===== src/hdl/i2css_pkg.sv =====
// Shared constants and types for the two-wire slave-mode status block.
// Assumes a 25 MHz APB clock; all offsets are byte addresses.
package i2css_pkg;

  // Register byte offsets
  localparam logic [7:0] OFF_CTRL = 8'h00;
  localparam logic [7:0] OFF_STAT = 8'h04;
  localparam logic [7:0] OFF_DATA = 8'h08;
  localparam logic [7:0] OFF_OADR = 8'h0c;
  localparam logic [7:0] OFF_ISTAT = 8'h10;
  localparam logic [7:0] OFF_IMASK = 8'h14;

  // Field positions of control_reg_one
  localparam int CTRL_MST_BIT = 0;
  localparam int CTRL_PIN_BIT = 1;
  localparam int CTRL_TRX_BIT = 2;
  localparam int CTRL_BC_LSB = 5;
  // Own address sits in bits 7:1 of own_address_reg
  localparam int OADR_LSB = 1;

  // Reset values
  localparam logic [2:0] BC_RST = 3'h0;
  localparam logic [6:0] OADR_RST = 7'h7f;
  localparam logic [3:0] IMASK_RST = 4'h0;

  // Special bytes on the bus
  localparam logic [7:0] GCALL_BYTE = 8'h00;
  localparam logic [7:0] START_BYTE = 8'h01;
  localparam logic [6:0] ZERO_ADDR = 7'h00;
  localparam logic [3:0] ADDR_BITS = 4'h8;

  // Timing
  localparam int CLK_NS = 40;
  localparam int T_LOW_NS = 4700;
  localparam int T_LOW_CYC = (T_LOW_NS + CLK_NS - 1) / CLK_NS;

  // Status flags, low bits of status_reg
  typedef struct packed {
    logic lrb;
    logic bb;
    logic pin;
    logic trx;
    logic al;
    logic aas;
    logic ad0;
  } i2css_stat_t;

  // Sticky interrupt events, same layout in mask register
  typedef struct packed {
    logic al;
    logic word;
    logic gcall;
    logic amatch;
  } i2css_irq_t;

  // Bus events seen on the pins
  typedef struct packed {
    logic scl_rise;
    logic scl_fall;
    logic start;
    logic stop;
    logic sda;
  } i2css_ev_t;

  // Bit engine states, Gray along the usual path
  typedef enum logic [2:0] {
    ST_IDLE = 3'b000,
    ST_ADDR = 3'b001,
    ST_AACK = 3'b011,
    ST_DATA = 3'b010,
    ST_DACK = 3'b110
  } i2css_state_t;

endpackage


===== src/hdl/i2css_busev.sv =====
// Pin event detector: SCL edges, start and stop conditions.
// Assumes scl and sda are already synchronous to pclk.
`timescale 1ns/1ps
module i2css_busev
  import i2css_pkg::*;
(
  input wire logic pclk,
  input wire logic presetn,
  input wire logic scl_i,
  input wire logic sda_i,
  output i2css_pkg::i2css_ev_t ev
);
  logic scl_q_r;
  logic sda_q_r;

  // Previous pin levels; idle bus reads high
  always_ff @(posedge pclk or negedge presetn)
  begin
    if (!presetn)
    begin
      scl_q_r <= 1'b1;
      sda_q_r <= 1'b1;
    end
    else
    begin
      scl_q_r <= scl_i;
      sda_q_r <= sda_i;
    end
  end

  // SDA changing while SCL stays high marks start or stop
  assign ev.scl_rise = scl_i & ~scl_q_r;
  assign ev.scl_fall = ~scl_i & scl_q_r;
  assign ev.start = scl_i & scl_q_r & sda_q_r & ~sda_i;
  assign ev.stop = scl_i & scl_q_r & ~sda_q_r & sda_i;
  assign ev.sda = sda_i;
endmodule


===== src/hdl/i2css_lowtmr.sv =====
// One-shot timer for the SCL low period before releasing a held clock.
// Assumes start is a one-cycle pulse; a restart while busy reloads.
`timescale 1ns/1ps
module i2css_lowtmr #(
  parameter int CYC = 118
) (
  input wire logic pclk,
  input wire logic presetn,
  input wire logic start,
  output logic done
);
  localparam int CW = $clog2(CYC + 1);
  logic [CW-1:0] cnt_r;

  if (CYC < 1)
  begin : g_bad_cyc
    $error("i2css_lowtmr: CYC must be at least 1");
  end

  // Down counter; done pulses as it reaches one
  always_ff @(posedge pclk or negedge presetn)
  begin
    if (!presetn)
      cnt_r <= '0;
    else if (start)
      cnt_r <= CW'(CYC);
    else if (cnt_r != '0)
      cnt_r <= cnt_r - 1'b1;
  end

  assign done = (cnt_r == CW'(1));
endmodule


===== src/hdl/i2css_top.sv =====
// Slave-mode two-wire bus interface with APB registers and status flags.
// Assumes SCL/SDA inputs synchronous to pclk; open-drain pins resolved outside.
// Behaviour
// - Lost arbitration then matched read address: trx, al, aas set, gcall clear.
// - Lost arbitration then write address or general call: trx clear, al, aas set.
// - Lost arbitration, unmatched or data word: al set; trx, aas, gcall and pin clear.
// - Data buffer read or pin write of 1 services the word and sets pin.
// - Slave receiver address or general call: aas set, trx and al clear.
// - After each received word trx, al, aas read clear; software reads data.
// - With own address zero a start byte matches and sets trx.
// - Lost arbitration as master drops to slave mode.
// - Word with lost arbitration ends: interrupt, pin cleared, SCL held low.
// - Data access or pin set releases held SCL after one low period.
`timescale 1ns/1ps
module i2css_top #(
  parameter int T_LOW_CYCLES = i2css_pkg::T_LOW_CYC
) (
  input wire logic pclk,
  input wire logic presetn,
  input wire logic psel,
  input wire logic penable,
  input wire logic pwrite,
  input wire logic [7:0] paddr,
  input wire logic [31:0] pwdata,
  output logic [31:0] prdata,
  output logic pready,
  output logic pslverr,
  input wire logic scl_i,
  output logic scl_o,
  output logic scl_oe,
  input wire logic sda_i,
  output logic sda_o,
  output logic sda_oe,
  output logic bus_interface_interrupt
);
  import i2css_pkg::*;

  // Data word length; zero bit count means a full byte
  function automatic logic [3:0] word_len(input logic [2:0] bc);
    word_len = (bc == 3'h0) ? 4'h8 : {1'b0, bc};
  endfunction

  i2css_state_t state_r;
  i2css_stat_t stat_r;
  i2css_irq_t ists_r, imask_r, ev_set, ists_nxt;
  i2css_ev_t ev;
  logic [3:0] cnt_r;
  logic [7:0] rx_sh_r, tx_sh_r, rx_data_r;
  logic [2:0] bc_r;
  logic [6:0] oadr_r;
  logic mst_r, hold_r, sda_oe_r, irq_r, zero_r;
  logic [31:0] prdata_r;
  logic pready_r, pslverr_r;
  logic tmr_done;

  if (T_LOW_CYCLES < 1)
  begin : g_bad_tlow
    $error("i2css_top: T_LOW_CYCLES must be at least 1");
  end

  i2css_busev u_busev (
    .pclk(pclk),
    .presetn(presetn),
    .scl_i(scl_i),
    .sda_i(sda_i),
    .ev(ev)
  );

  // APB access strobes
  wire acc = psel & penable & pready_r;
  wire wr = acc & pwrite;
  wire rd = acc & ~pwrite;
  logic sel_ctrl, sel_stat, sel_data, sel_oadr, sel_ists, sel_imask;

  // Address decode
  always_comb
  begin
    sel_ctrl = 1'b0;
    sel_stat = 1'b0;
    sel_data = 1'b0;
    sel_oadr = 1'b0;
    sel_ists = 1'b0;
    sel_imask = 1'b0;
    if (paddr == OFF_CTRL)
      sel_ctrl = 1'b1;
    else if (paddr == OFF_STAT)
      sel_stat = 1'b1;
    else if (paddr == OFF_DATA)
      sel_data = 1'b1;
    else if (paddr == OFF_OADR)
      sel_oadr = 1'b1;
    else if (paddr == OFF_ISTAT)
      sel_ists = 1'b1;
    else if (paddr == OFF_IMASK)
      sel_imask = 1'b1;
  end
  wire mapped = sel_ctrl | sel_stat | sel_data | sel_oadr | sel_ists | sel_imask;

  // Software accesses that free a held clock: data write or read, pin write of 1
  wire data_wr = wr & sel_data;
  wire data_rd = rd & sel_data;
  wire pin_wr = wr & sel_ctrl & pwdata[CTRL_PIN_BIT];
  wire sw_release = data_wr | data_rd | pin_wr;

  // Address comparison on the completed first byte
  wire gcall = (rx_sh_r == GCALL_BYTE) & (oadr_r != ZERO_ADDR);
  wire sbyte = (oadr_r == ZERO_ADDR) & (rx_sh_r == START_BYTE);
  wire amatch = ((oadr_r != ZERO_ADDR) & (rx_sh_r[7:1] == oadr_r)) | sbyte;
  wire rd_dir = rx_sh_r[0] | sbyte;
  wire hit = amatch | gcall;

  // Word progress and arbitration check
  wire [3:0] wlen = (state_r == ST_ADDR) ? ADDR_BITS : word_len(bc_r);
  wire word_end = ev.scl_fall & (cnt_r == wlen);
  wire in_word = (state_r == ST_ADDR) | (state_r == ST_DATA);
  wire txing = (mst_r & (state_r == ST_ADDR)) | (stat_r.trx & (state_r == ST_DATA));
  wire al_now = ev.scl_rise & txing & mst_r & tx_sh_r[7] & ~ev.sda;

  // Events that raise the interrupt; al events at the address ack slot or as a data word ends
  assign ev_set.amatch = (state_r == ST_AACK) & ev.scl_fall & amatch;
  assign ev_set.gcall = (state_r == ST_AACK) & ev.scl_fall & gcall;
  assign ev_set.word = (state_r == ST_DACK) & ev.scl_fall;
  // Unmatched loss raises at its ack slot, so the ninth clock is never held mid-bit
  assign ev_set.al = stat_r.al & (((state_r == ST_AACK) & ev.scl_fall & ~stat_r.aas)
                     | (word_end & ~stat_r.aas & (state_r == ST_DATA))
                     | ev_set.amatch | ev_set.gcall);
  wire irq_evt = |ev_set;
  // Sticky status, set wins over the clearing read
  assign ists_nxt = ((rd & sel_ists) ? '0 : ists_r) | ev_set;

  // Timer for the SCL low period after release
  i2css_lowtmr #(
    .CYC(T_LOW_CYCLES)
  ) u_lowtmr (
    .pclk(pclk),
    .presetn(presetn),
    .start(sw_release & hold_r),
    .done(tmr_done)
  );

  // APB answer: one wait-free access phase, read data from setup
  always_ff @(posedge pclk or negedge presetn)
  begin
    if (!presetn)
    begin
      pready_r <= 1'b0;
      pslverr_r <= 1'b0;
      prdata_r <= '0;
    end
    else
    begin
      pready_r <= psel & ~penable;
      pslverr_r <= psel & ~penable & ~mapped;
      if (psel & ~penable & ~pwrite)
        prdata_r <= sel_ctrl ? {24'h0, bc_r, 2'h0, stat_r.trx, stat_r.pin, mst_r}
                  : sel_stat ? {25'h0, stat_r}
                  : sel_data ? {24'h0, rx_data_r}
                  : sel_oadr ? {24'h0, oadr_r, 1'b0}
                  : sel_ists ? {28'h0, ists_r}
                  : sel_imask ? {28'h0, imask_r} : 32'h0;
    end
  end

  // Plain software registers
  always_ff @(posedge pclk or negedge presetn)
  begin
    if (!presetn)
    begin
      bc_r <= BC_RST;
      oadr_r <= OADR_RST;
      imask_r <= IMASK_RST;
      ists_r <= '0;
      irq_r <= 1'b0;
      zero_r <= 1'b0;
    end
    else
    begin
      if (wr & sel_ctrl)
        bc_r <= pwdata[CTRL_BC_LSB +: 3];
      if (wr & sel_oadr)
        oadr_r <= pwdata[OADR_LSB +: 7];
      if (wr & sel_imask)
        imask_r <= pwdata[3:0];
      ists_r <= ists_nxt;
      irq_r <= |(ists_nxt & imask_r);
      zero_r <= 1'b0;
    end
  end

  // SCL hold: set by each serviced word, freed one low period after software acts
  always_ff @(posedge pclk or negedge presetn)
  begin
    if (!presetn)
      hold_r <= 1'b0;
    else if (irq_evt)
      hold_r <= 1'b1;
    else if (tmr_done)
      hold_r <= 1'b0;
  end

  // Bit engine and status flags; hardware updates override software writes
  always_ff @(posedge pclk or negedge presetn)
  begin
    if (!presetn)
    begin
      state_r <= ST_IDLE;
      stat_r <= '{lrb: 1'b0, bb: 1'b0, pin: 1'b1, trx: 1'b0, al: 1'b0, aas: 1'b0, ad0: 1'b0};
      mst_r <= 1'b0;
      cnt_r <= '0;
      rx_sh_r <= '0;
      tx_sh_r <= '0;
      rx_data_r <= '0;
      sda_oe_r <= 1'b0;
    end
    else
    begin
      // Software side: mode bits, pin set, transmit load
      if (wr & sel_ctrl)
      begin
        mst_r <= pwdata[CTRL_MST_BIT];
        stat_r.trx <= pwdata[CTRL_TRX_BIT];
      end
      if (sw_release)
        stat_r.pin <= 1'b1;
      if (data_wr)
      begin
        tx_sh_r <= pwdata[7:0];
        if (stat_r.trx & (state_r == ST_DATA))
          sda_oe_r <= ~pwdata[7];
      end
      // Bus side
      if (ev.stop)
      begin
        state_r <= ST_IDLE;
        stat_r.bb <= 1'b0;
        sda_oe_r <= 1'b0;
      end
      else if (ev.start)
      begin
        state_r <= ST_ADDR;
        stat_r.bb <= 1'b1;
        cnt_r <= '0;
        sda_oe_r <= 1'b0;
      end
      else if (ev.scl_rise)
      begin
        if (in_word)
        begin
          rx_sh_r <= {rx_sh_r[6:0], ev.sda};
          tx_sh_r <= {tx_sh_r[6:0], 1'b0};
          cnt_r <= cnt_r + 4'h1;
        end
        if ((state_r == ST_DACK) & stat_r.trx)
          stat_r.lrb <= ev.sda;
        if (al_now)
        begin
          mst_r <= 1'b0;
          stat_r.al <= 1'b1;
          stat_r.trx <= 1'b0;
          sda_oe_r <= 1'b0;
        end
      end
      else if (ev.scl_fall)
      begin
        case (state_r)
          ST_ADDR:
          begin
            if (cnt_r != wlen)
              sda_oe_r <= txing & ~tx_sh_r[7];
            else if (mst_r)
            begin
              state_r <= ST_AACK;
              sda_oe_r <= 1'b0;
            end
            else if (hit)
            begin
              state_r <= ST_AACK;
              stat_r.aas <= 1'b1;
              stat_r.ad0 <= gcall;
              stat_r.trx <= amatch & rd_dir;
              sda_oe_r <= 1'b1;
            end
            else
            begin
              state_r <= stat_r.al ? ST_AACK : ST_IDLE;
              sda_oe_r <= 1'b0;
              if (stat_r.al)
              begin
                stat_r.trx <= 1'b0;
                stat_r.aas <= 1'b0;
                stat_r.ad0 <= 1'b0;
                stat_r.pin <= 1'b0;
              end
            end
          end
          ST_AACK:
          begin
            state_r <= (stat_r.al & ~stat_r.aas) ? ST_IDLE : ST_DATA;
            cnt_r <= '0;
            sda_oe_r <= 1'b0;
            if (hit & ~mst_r)
              stat_r.pin <= 1'b0;
          end
          ST_DATA:
          begin
            if (cnt_r != wlen)
              sda_oe_r <= txing & ~tx_sh_r[7];
            else if (stat_r.al & ~stat_r.aas)
            begin
              state_r <= ST_IDLE;
              stat_r.trx <= 1'b0;
              stat_r.aas <= 1'b0;
              stat_r.ad0 <= 1'b0;
              stat_r.pin <= 1'b0;
              sda_oe_r <= 1'b0;
            end
            else
            begin
              state_r <= ST_DACK;
              sda_oe_r <= ~stat_r.trx & ~mst_r;
            end
          end
          ST_DACK:
          begin
            state_r <= ST_DATA;
            cnt_r <= '0;
            rx_data_r <= rx_sh_r;
            stat_r.aas <= 1'b0;
            stat_r.al <= 1'b0;
            stat_r.pin <= 1'b0;
            sda_oe_r <= 1'b0;
          end
          default:
            sda_oe_r <= 1'b0;
        endcase
      end
    end
  end

  // Open-drain pins only ever pull low
  assign scl_o = zero_r;
  assign sda_o = zero_r;
  assign scl_oe = hold_r;
  assign sda_oe = sda_oe_r;
  assign bus_interface_interrupt = irq_r;
  assign prdata = prdata_r;
  assign pready = pready_r;
  assign pslverr = pslverr_r;
endmodule

===== config.mk =====
export PLATFORM = sky130hd
export DESIGN_NAME = i2css_top
export DESIGN_NICKNAME = d
export VERILOG_FILES = /design/src/hdl/i2css_pkg.sv /design/src/hdl/i2css_busev.sv /design/src/hdl/i2css_lowtmr.sv /design/src/hdl/i2css_top.sv
export SDC_FILE = /design/constraint.sdc
export NUM_CORES = 1
export LEC_CHECK = 0
export BUFFER_PORTS_ARGS = -buffer_cell sky130_fd_sc_hd__buf_2
export CAP_MARGIN = 20
export CORE_MARGIN = 4
export CORE_UTILIZATION = 56
export DETAILED_ROUTE_END_ITERATION = 10
export PLACE_DENSITY = 0.8
export SYNTH_ARGS = -nofsm -noshare
export SYNTH_HDL_FRONTEND = slang
export SYNTH_HIERARCHICAL = 1
export SYNTH_SLANG_ARGS = --single-unit

===== constraint.sdc =====
create_clock -name pclk -period 2.91 [get_ports pclk]
set_input_delay 0.291 -clock pclk [delete_from_list [all_inputs] [get_ports pclk]]
set_output_delay 0.291 -clock pclk [all_outputs]
set_load 0.1 [all_outputs]

==> key figures, run 1 <==
Outcome
  – Outcome: finished clean

Timing
  – Slew headroom: 35.8%
  – Fmax: 404 MHz
  – Slew Viols, Final: 0
  – Worst Skew: 0.0127 ns
  – WHS: 0.0640 ns
  – Fin Setup TNS: 0 ns
  – Period Utilization, post-route: 85.0%
  – Setup violations, final: 0
  – Tightest Pin Transition: 0.963 ns
  – Fin crit period: 2.47 ns
  – RSZ-0062 raised after global routing: no
  – Fin. Hold Viols: 0

Pwr
  – Flop pwr share: 44.0%
  – Switch share: 38.3%
  – Cell area power density: 660 nW/µm²
  – VDD IR-drop max: 0.420 mV
  – Comb pwr share: 30.9%
  – Clk pwr share: 25.1%
  – Leakage Power: 2.28 nW
  – P_int: 2.02 mW
  – Net Switching: 1.26 mW

Clock tree
  – Post-cts gate resize count: 0
  – Clock Path Buffers: 2
  – CTS buffer count: 9
  – CTS hold repair buffers: 0
  – Worst-path clk slew: 0.08 ns
  – CTS H-Tree Depth: 3
  – Post-CTS Setup Bufs: 0
  – Worst-Skew Late Latency: 0.36 ns
  – TritonCTS clock tree: done
  – Sinks on Clock Net: 79
  – Clk root buf: clkbuf_8

Synth
  – Primary FF master, synth: dfrtp_1
  – FF+latch count, synth: 79
  – Sequential area share after synthesis: 43.3%
  – Warnings, synthesis: 6
  – Netlist cell types: 77
  – FFs w/ async S/R, synth: 100%
  – Mapped cell area: 4590 µm²
  – Number of flops mapped to enable cells by yosys: 0
  – Mean Syn Cell Area: 9.90 µm²
  – Post-synthesis cell count: 464

Route
  – Via/cell ratio: 5.98
  – Post-Route WL: 10100 µm
  – DRT antenna net count: 0
  – Initial drt markers: 294
  – Pre-Repair DR Iteration Count: 5
  – Vias post-DR: 3593
  – Wire length per cell: 16.8 µm
  – Drt drc: 0

Placed design
  – IO Port Bufs: 35
  – Post-DP HPWL: 7600 µm
  – GPL Wtd Cong: 0.906

Layout
  – Sequential Area: 1990 µm²
  – Area growth syn-to-layout: 8.09%
  – Layout cells sized above 1: 23.6%
  – Multi-input logic area: 2340 µm²
  – Most common library cell in the layout ignoring fill and taps: dfrtp_1
  – Most frequent cells in the layout: dfrtp_1, nor2_1, nand2_1
  – Fillers: 652
  – Ant diodes: 0
  – Nets: 545

GRT
  – Largest net degree at the start of global routing: 80
  – Vias in the first global route: 3389
  – Initial antenna violation count: 0
  – Total GRT Usage: 21.6%
  – Global-route wire length before repair: 16900 µm
  – Grt ovf: 0

Floorplanning
  – FP Rows: 32
  – CORE AREA: 7850 µm²
  – Height of the chip: 98.6 µm
  – I/O pins: 86
  – Initial Utilization: 58.5%
  – Die ar.: 9720 µm²
  – Die width: 98.6 µm

Setup path
  – Crit-path max FO: 7
  – Setup CP Type: reg -> reg
  – Worst EP required: 3.15 ns
  – Critical Path Start Type: register
  – Worst EP arrival: 2.71 ns
  – CP endpoint kind: register

Min path
  – Min-Delay Path Class: in -> reg

Run
  – Max-Cap Viols: 0
[cells in the mapped netlist (5+ instances only)]
master | number | area [µm²]
dfstp_2 | 10 | 263
nor2_1 | 42 | 158
nand2b_1 | 6 | 37.5
inv_1 | 15 | 56.3
clkbuf_1 | 15 | 56.3
nor3_1 | 6 | 30.0
buf_2 | 5 | 25.0
buf_4 | 27 | 203
o31ai_1 | 6 | 45.0
mux2_2 | 28 | 315
dfrtp_1 | 69 | 1730
a21oi_1 | 13 | 65.1
mux2i_1 | 19 | 190
nand3_1 | 12 | 60.1
nand2_1 | 41 | 154
o41ai_1 | 5 | 43.8
xnor2_1 | 11 | 96.3
nor4_1 | 6 | 37.5
nor2b_1 | 12 | 75.1
o21ai_0 | 21 | 105
[power groups by stage]
stage                     clock, mW  sequential (mW)  combinational (mW)
after floorplan                   0             1.46               0.804
after global placement            0             1.45               0.980
after detailed placement          0             1.46                1.00
after CTS                     0.833             1.44                1.01
after global routing          0.882             1.47                1.11
final                         0.821             1.44                1.01
[final cells by class]
type                       count  share of cell area (%)
timing repair buffer          44                    5.19
tap                          102                    2.57
clock inverter                 5                    1.13
clock buffer                  11                    2.85
sequential                    79                    40.1
multi-input combinational    345                    47.1
inverter                      15                    1.13
[metal layers]
| layer | track usage [%] | wire (µm) | vias up |
|---|---|---|---|
| met5 | 0 | 0 | - |
| met4 | 8.19 | 232 | 0 |
| met3 | 4.39 | 777 | 18 |
| met2 | 33.3 | 4590 | 154 |
| met1 | 30.3 | 4510 | 1737 |
| li1 | - | - | 1684 |
[registers in the layout, indices dropped and copies added, names as in the netlist]
signal and flops:
bc_r 3, sda_oe 1, cnt_r 4, u_lowtmr/cnt_r 7, rx_sh_r 8, mst_r 1, imask_r 4, tx_sh_r 8
bus_interface_interrupt 1, oadr_r 7, u_busev/sda_q_r 1, scl_oe 1, pready 1, ists_r 4, stat_r 7, rx_data_r 8
pslverr 1, u_busev/scl_q_r 1, state_r 3, prdata 8
[path summary, 6_finish.rpt]
path,startpoint,cells past startpoint,end,slack [ns]
hold reg to reg,prdata[4]$_DFFE_PN0P_,2,prdata[4]$_DFFE_PN0P_,0.48
hold / removal,scl_i,1,u_busev/scl_q_r$_DFF_PN1_,0.06
min in group asynchronous,presetn,1,state_r[0]$_DFFE_PN0P_,0.08
setup / recovery,oadr_r[2]$_DFFE_PN1P_,6,stat_r[0]$_DFFE_PN0P_,0.44
max in group asynchronous,presetn,1,stat_r[1]$_DFFE_PN0P_,2.20
setup reg to reg,oadr_r[2]$_DFFE_PN1P_,6,stat_r[0]$_DFFE_PN0P_,0.44
[metrics by stage]
step | std cells | cell area, µm² | util (%) | setup slack, ns | power (mW)
6_report | 601 | 4960 | 63.3 | 0.436 | 3.28
3_5_place_dp | 585 | 4770 | 60.7 | 0.342 | 2.47
3_3_place_gp | 585 | 4770 | 60.7 | 0.444 | 2.43
4_1_cts | 601 | 4960 | 63.3 | 0.453 | 3.29
5_1_grt | 601 | 4960 | 63.3 | 0.181 | 3.46
2_1_floorplan | 489 | 4690 | - | 0.563 | 2.26
[worst max-delay path, cell delays in order (launching register included)]
cell and delay (ns):
dfstp_2 0.40, or4_4 0.57, o41ai_1 0.26, o211a_1 0.27, nor2_1 0.14, a211oi_1 0.35, mux2_2 0.38
[kinds of logic (layout without fill, tap and decap cells)]
kind of cell | after synthesis | after routing | synth area share, %
flip-flops | 79 | 79 | 43.3
AND/OR/NAND/NOR | 162 | 162 | 19.0
AO/OA/AOI/OAI | 90 | 90 | 13.9
multiplexers | 50 | 50 | 12.2
buffers and inverters | 65 | 75 | 7.87
XOR/XNOR | 13 | 13 | 2.48
other | 1 | 26 | 0.0816
adder cells (fa/ha/maj) | 4 | 4 | 1.09
Power figures use the tool's default switching activity.
==> inputs of run 2 (changes only) <==
--- a/config.mk
+++ b/config.mk
@@ -8,8 +8,11 @@
 export BUFFER_PORTS_ARGS = -buffer_cell sky130_fd_sc_hd__buf_2
 export CAP_MARGIN = 20
+export CELL_PAD_IN_SITES_DETAIL_PLACEMENT = 0
+export CELL_PAD_IN_SITES_GLOBAL_PLACEMENT = 2
 export CORE_MARGIN = 4
-export CORE_UTILIZATION = 56
+export CORE_UTILIZATION = 35
 export DETAILED_ROUTE_END_ITERATION = 10
-export PLACE_DENSITY = 0.8
+export PLACE_DENSITY_LB_ADDON = 0.1
+export SETUP_SLACK_MARGIN = 0.15
 export SYNTH_ARGS = -nofsm -noshare
 export SYNTH_HDL_FRONTEND = slang
==> constraint.sdc (replaced) <==
create_clock -name pclk -period 2.91 [get_ports pclk]
set_input_delay 0.291 -clock pclk [delete_from_list [all_inputs] [get_ports pclk]]
set_output_delay 0.291 -clock pclk [all_outputs]
set_load 0.005 [all_outputs]
==> run 2 against run 1 <==
Net effect:
- via count down 3.1%
- critical path type unchanged
- worst setup slack gained 0.021 ns
- die area up 55%
- core utilization fell by 23 points
- count of clock-buffer cells in the layout is 4 higher
- sequential power barely moved
- worst hold slack improved by 0.018 ns
- flip-flop and latch count stayed put
- critical path depth did not move
- global-route usage decreased by 4.8 points
==> key figures, run 2 (synthesized netlist as in run 1, its figures left out) <==
Setup path
  – Slowest stage cell, crit path: or3b_2
  – Setup CP Type: reg -> reg
  – Worst Path Buf+Inv: 0
  – Cell family with most CP delay: simple AND/OR/NAND/NOR gates
  – Critical Path Start Type: register
  – Crit-path cells: or3b_2 -> nand2_1 -> xor2_1 -> a21oi_1 -> a211oi_1 -> mux2_2
  – Slowest stage delay, CP: 0.58 ns
  – Crit-path max FO: 9
  – Worst EP required: 3.14 ns
  – Worst EP arrival: 2.68 ns
  – CP endpoint kind: register

Clock tree
  – Worst-path clk slew: 0.06 ns
  – Worst-Skew Late Latency: 0.34 ns
  – Post-cts gate resize count: 0
  – Sinks on Clock Net: 79
  – Clk root buf: clkbuf_16
  – Post-CTS Setup Bufs: 0
  – CTS hold repair buffers: 1
  – CTS H-Tree Depth: 3
  – TritonCTS clock tree: done
  – Clock Path Buffers: 2
  – CTS buffer count: 9

Route
  – Via/cell ratio: 5.16
  – Pre-Repair DR Iteration Count: 4
  – Post-Route WL: 11900 µm
  – DRT antenna net count: 0
  – Drt drc: 0
  – Initial drt markers: 212
  – Wire length per cell: 17.6 µm
  – Vias post-DR: 3480

Placed design
  – Post-DP HPWL: 8860 µm
  – IO Port Bufs: 35
  – GPL Wtd Cong: 0.797

Pwr
  – Cell area power density: 645 nW/µm²
  – VDD IR-drop max: 0.316 mV
  – Leakage Power: 2.33 nW

Layout
  – Most frequent cells in the layout: dfrtp_1, nor2_1, nand2_1
  – Most common library cell in the layout ignoring fill and taps: dfrtp_1
  – Nets: 549
  – Area growth syn-to-layout: 12.3%
  – Fin util: 40.6%
  – Fillers: 1316
  – Layout cells sized above 1: 23.5%
  – Ant diodes: 0

Min path
  – Min-Delay Path Class: in -> reg

Floorplanning
  – CORE AREA: 12700 µm²
  – I/O pins: 86
  – FP Rows: 41
  – Die width: 123 µm
  – Height of the chip: 123 µm
  – Die ar.: 15000 µm²
  – Initial Utilization: 36.1%

Timing
  – Fmax: 408 MHz
  – Fin. Hold Viols: 0
  – Worst Skew: 0.00774 ns
  – Tightest Pin Transition: 0.680 ns
  – Fin Setup TNS: 0 ns
  – Slew headroom: 53.5%
  – Fin crit period: 2.45 ns
  – Period Utilization, post-route: 84.3%
  – Slew Viols, Final: 0
  – Setup violations, final: 0
  – RSZ-0062 raised after global routing: no

GRT
  – Total GRT Usage: 16.8%
  – Global-route wire length before repair: 19300 µm
  – Grt ovf: 0
  – Largest net degree at the start of global routing: 47
  – Vias in the first global route: 3445
  – Initial antenna violation count: 0

Outcome
  – Outcome: finished clean

Run
  – Max-Cap Viols: 0
[run 2: changes by cell type in the layout (fill, tap and decap cells not counted), sizes merged]
cell	before	now
clkinvlp	1	0
clkbuf	11	15
clkinv	2	1
dlygate4sd3	0	1
inv	16	15
buf	44	47
bufinv	1	0
[run 2: power by group]
part	switching (mW)	total, mW	internal [mW]
clock	0.427	1.05	0.625
sequential	0.212	1.46	1.24
combinational	0.455	0.819	0.363
total	1.09	3.33	2.23
[run 2: cell type report]
type / instances / area, µm² / share of cell area [%]
sequential: 79 / 1990 / 38.6
inverter: 15 / 56.3 / 1.09
clock inverter: 1 / 5.00 / 0.0970
clock buffer: 15 / 268 / 5.19
multi-input combinational: 345 / 2340 / 45.3
timing repair buffer: 48 / 290 / 5.63
tap: 172 / 215 / 4.17
[run 2: final timing paths]
kind	slack, ns	depth (start not counted)	end	from
setup / recovery	0.46	6	stat_r[0]$_DFFE_PN0P_	state_r[0]$_DFFE_PN0P_
hold / removal	0.08	1	u_busev/scl_q_r$_DFF_PN1_	scl_i
setup reg to reg	0.46	6	stat_r[0]$_DFFE_PN0P_	state_r[0]$_DFFE_PN0P_
hold reg to reg	0.47	1	prdata[3]$_DFFE_PN0P_	prdata[3]$_DFFE_PN0P_
max in group asynchronous	1.63	3	oadr_r[4]$_DFFE_PN1P_	presetn
min in group asynchronous	0.50	2	u_lowtmr/cnt_r[1]$_DFFE_PN0P_	presetn
[run 2: per-layer routing]
metal	part of all wire, %	GRT usage (%)	vias to the layer above
met3	4.3	3.92	11
met2	46	25.4	78
met1	49	24.1	1698
met5	0	0	-
li1	-	-	1693
met4	1.3	4.48	0
[run 2: stage by stage]
stage / cell area (µm²) / total power, mW / hold slack, ns / setup slack [ns] / cells
after floorplan: 4690 / 2.05 / -0.00459 / 0.621 / 489
after global placement: 4880 / 2.28 / 0.342 / 0.439 / 658
after detailed placement: 4880 / 2.29 / 0.346 / 0.436 / 658
after CTS: 5160 / 3.38 / 0.0630 / 0.442 / 675
after global routing: 5160 / 3.55 / 0.0747 / 0.287 / 675
final: 5160 / 3.33 / 0.0821 / 0.458 / 675
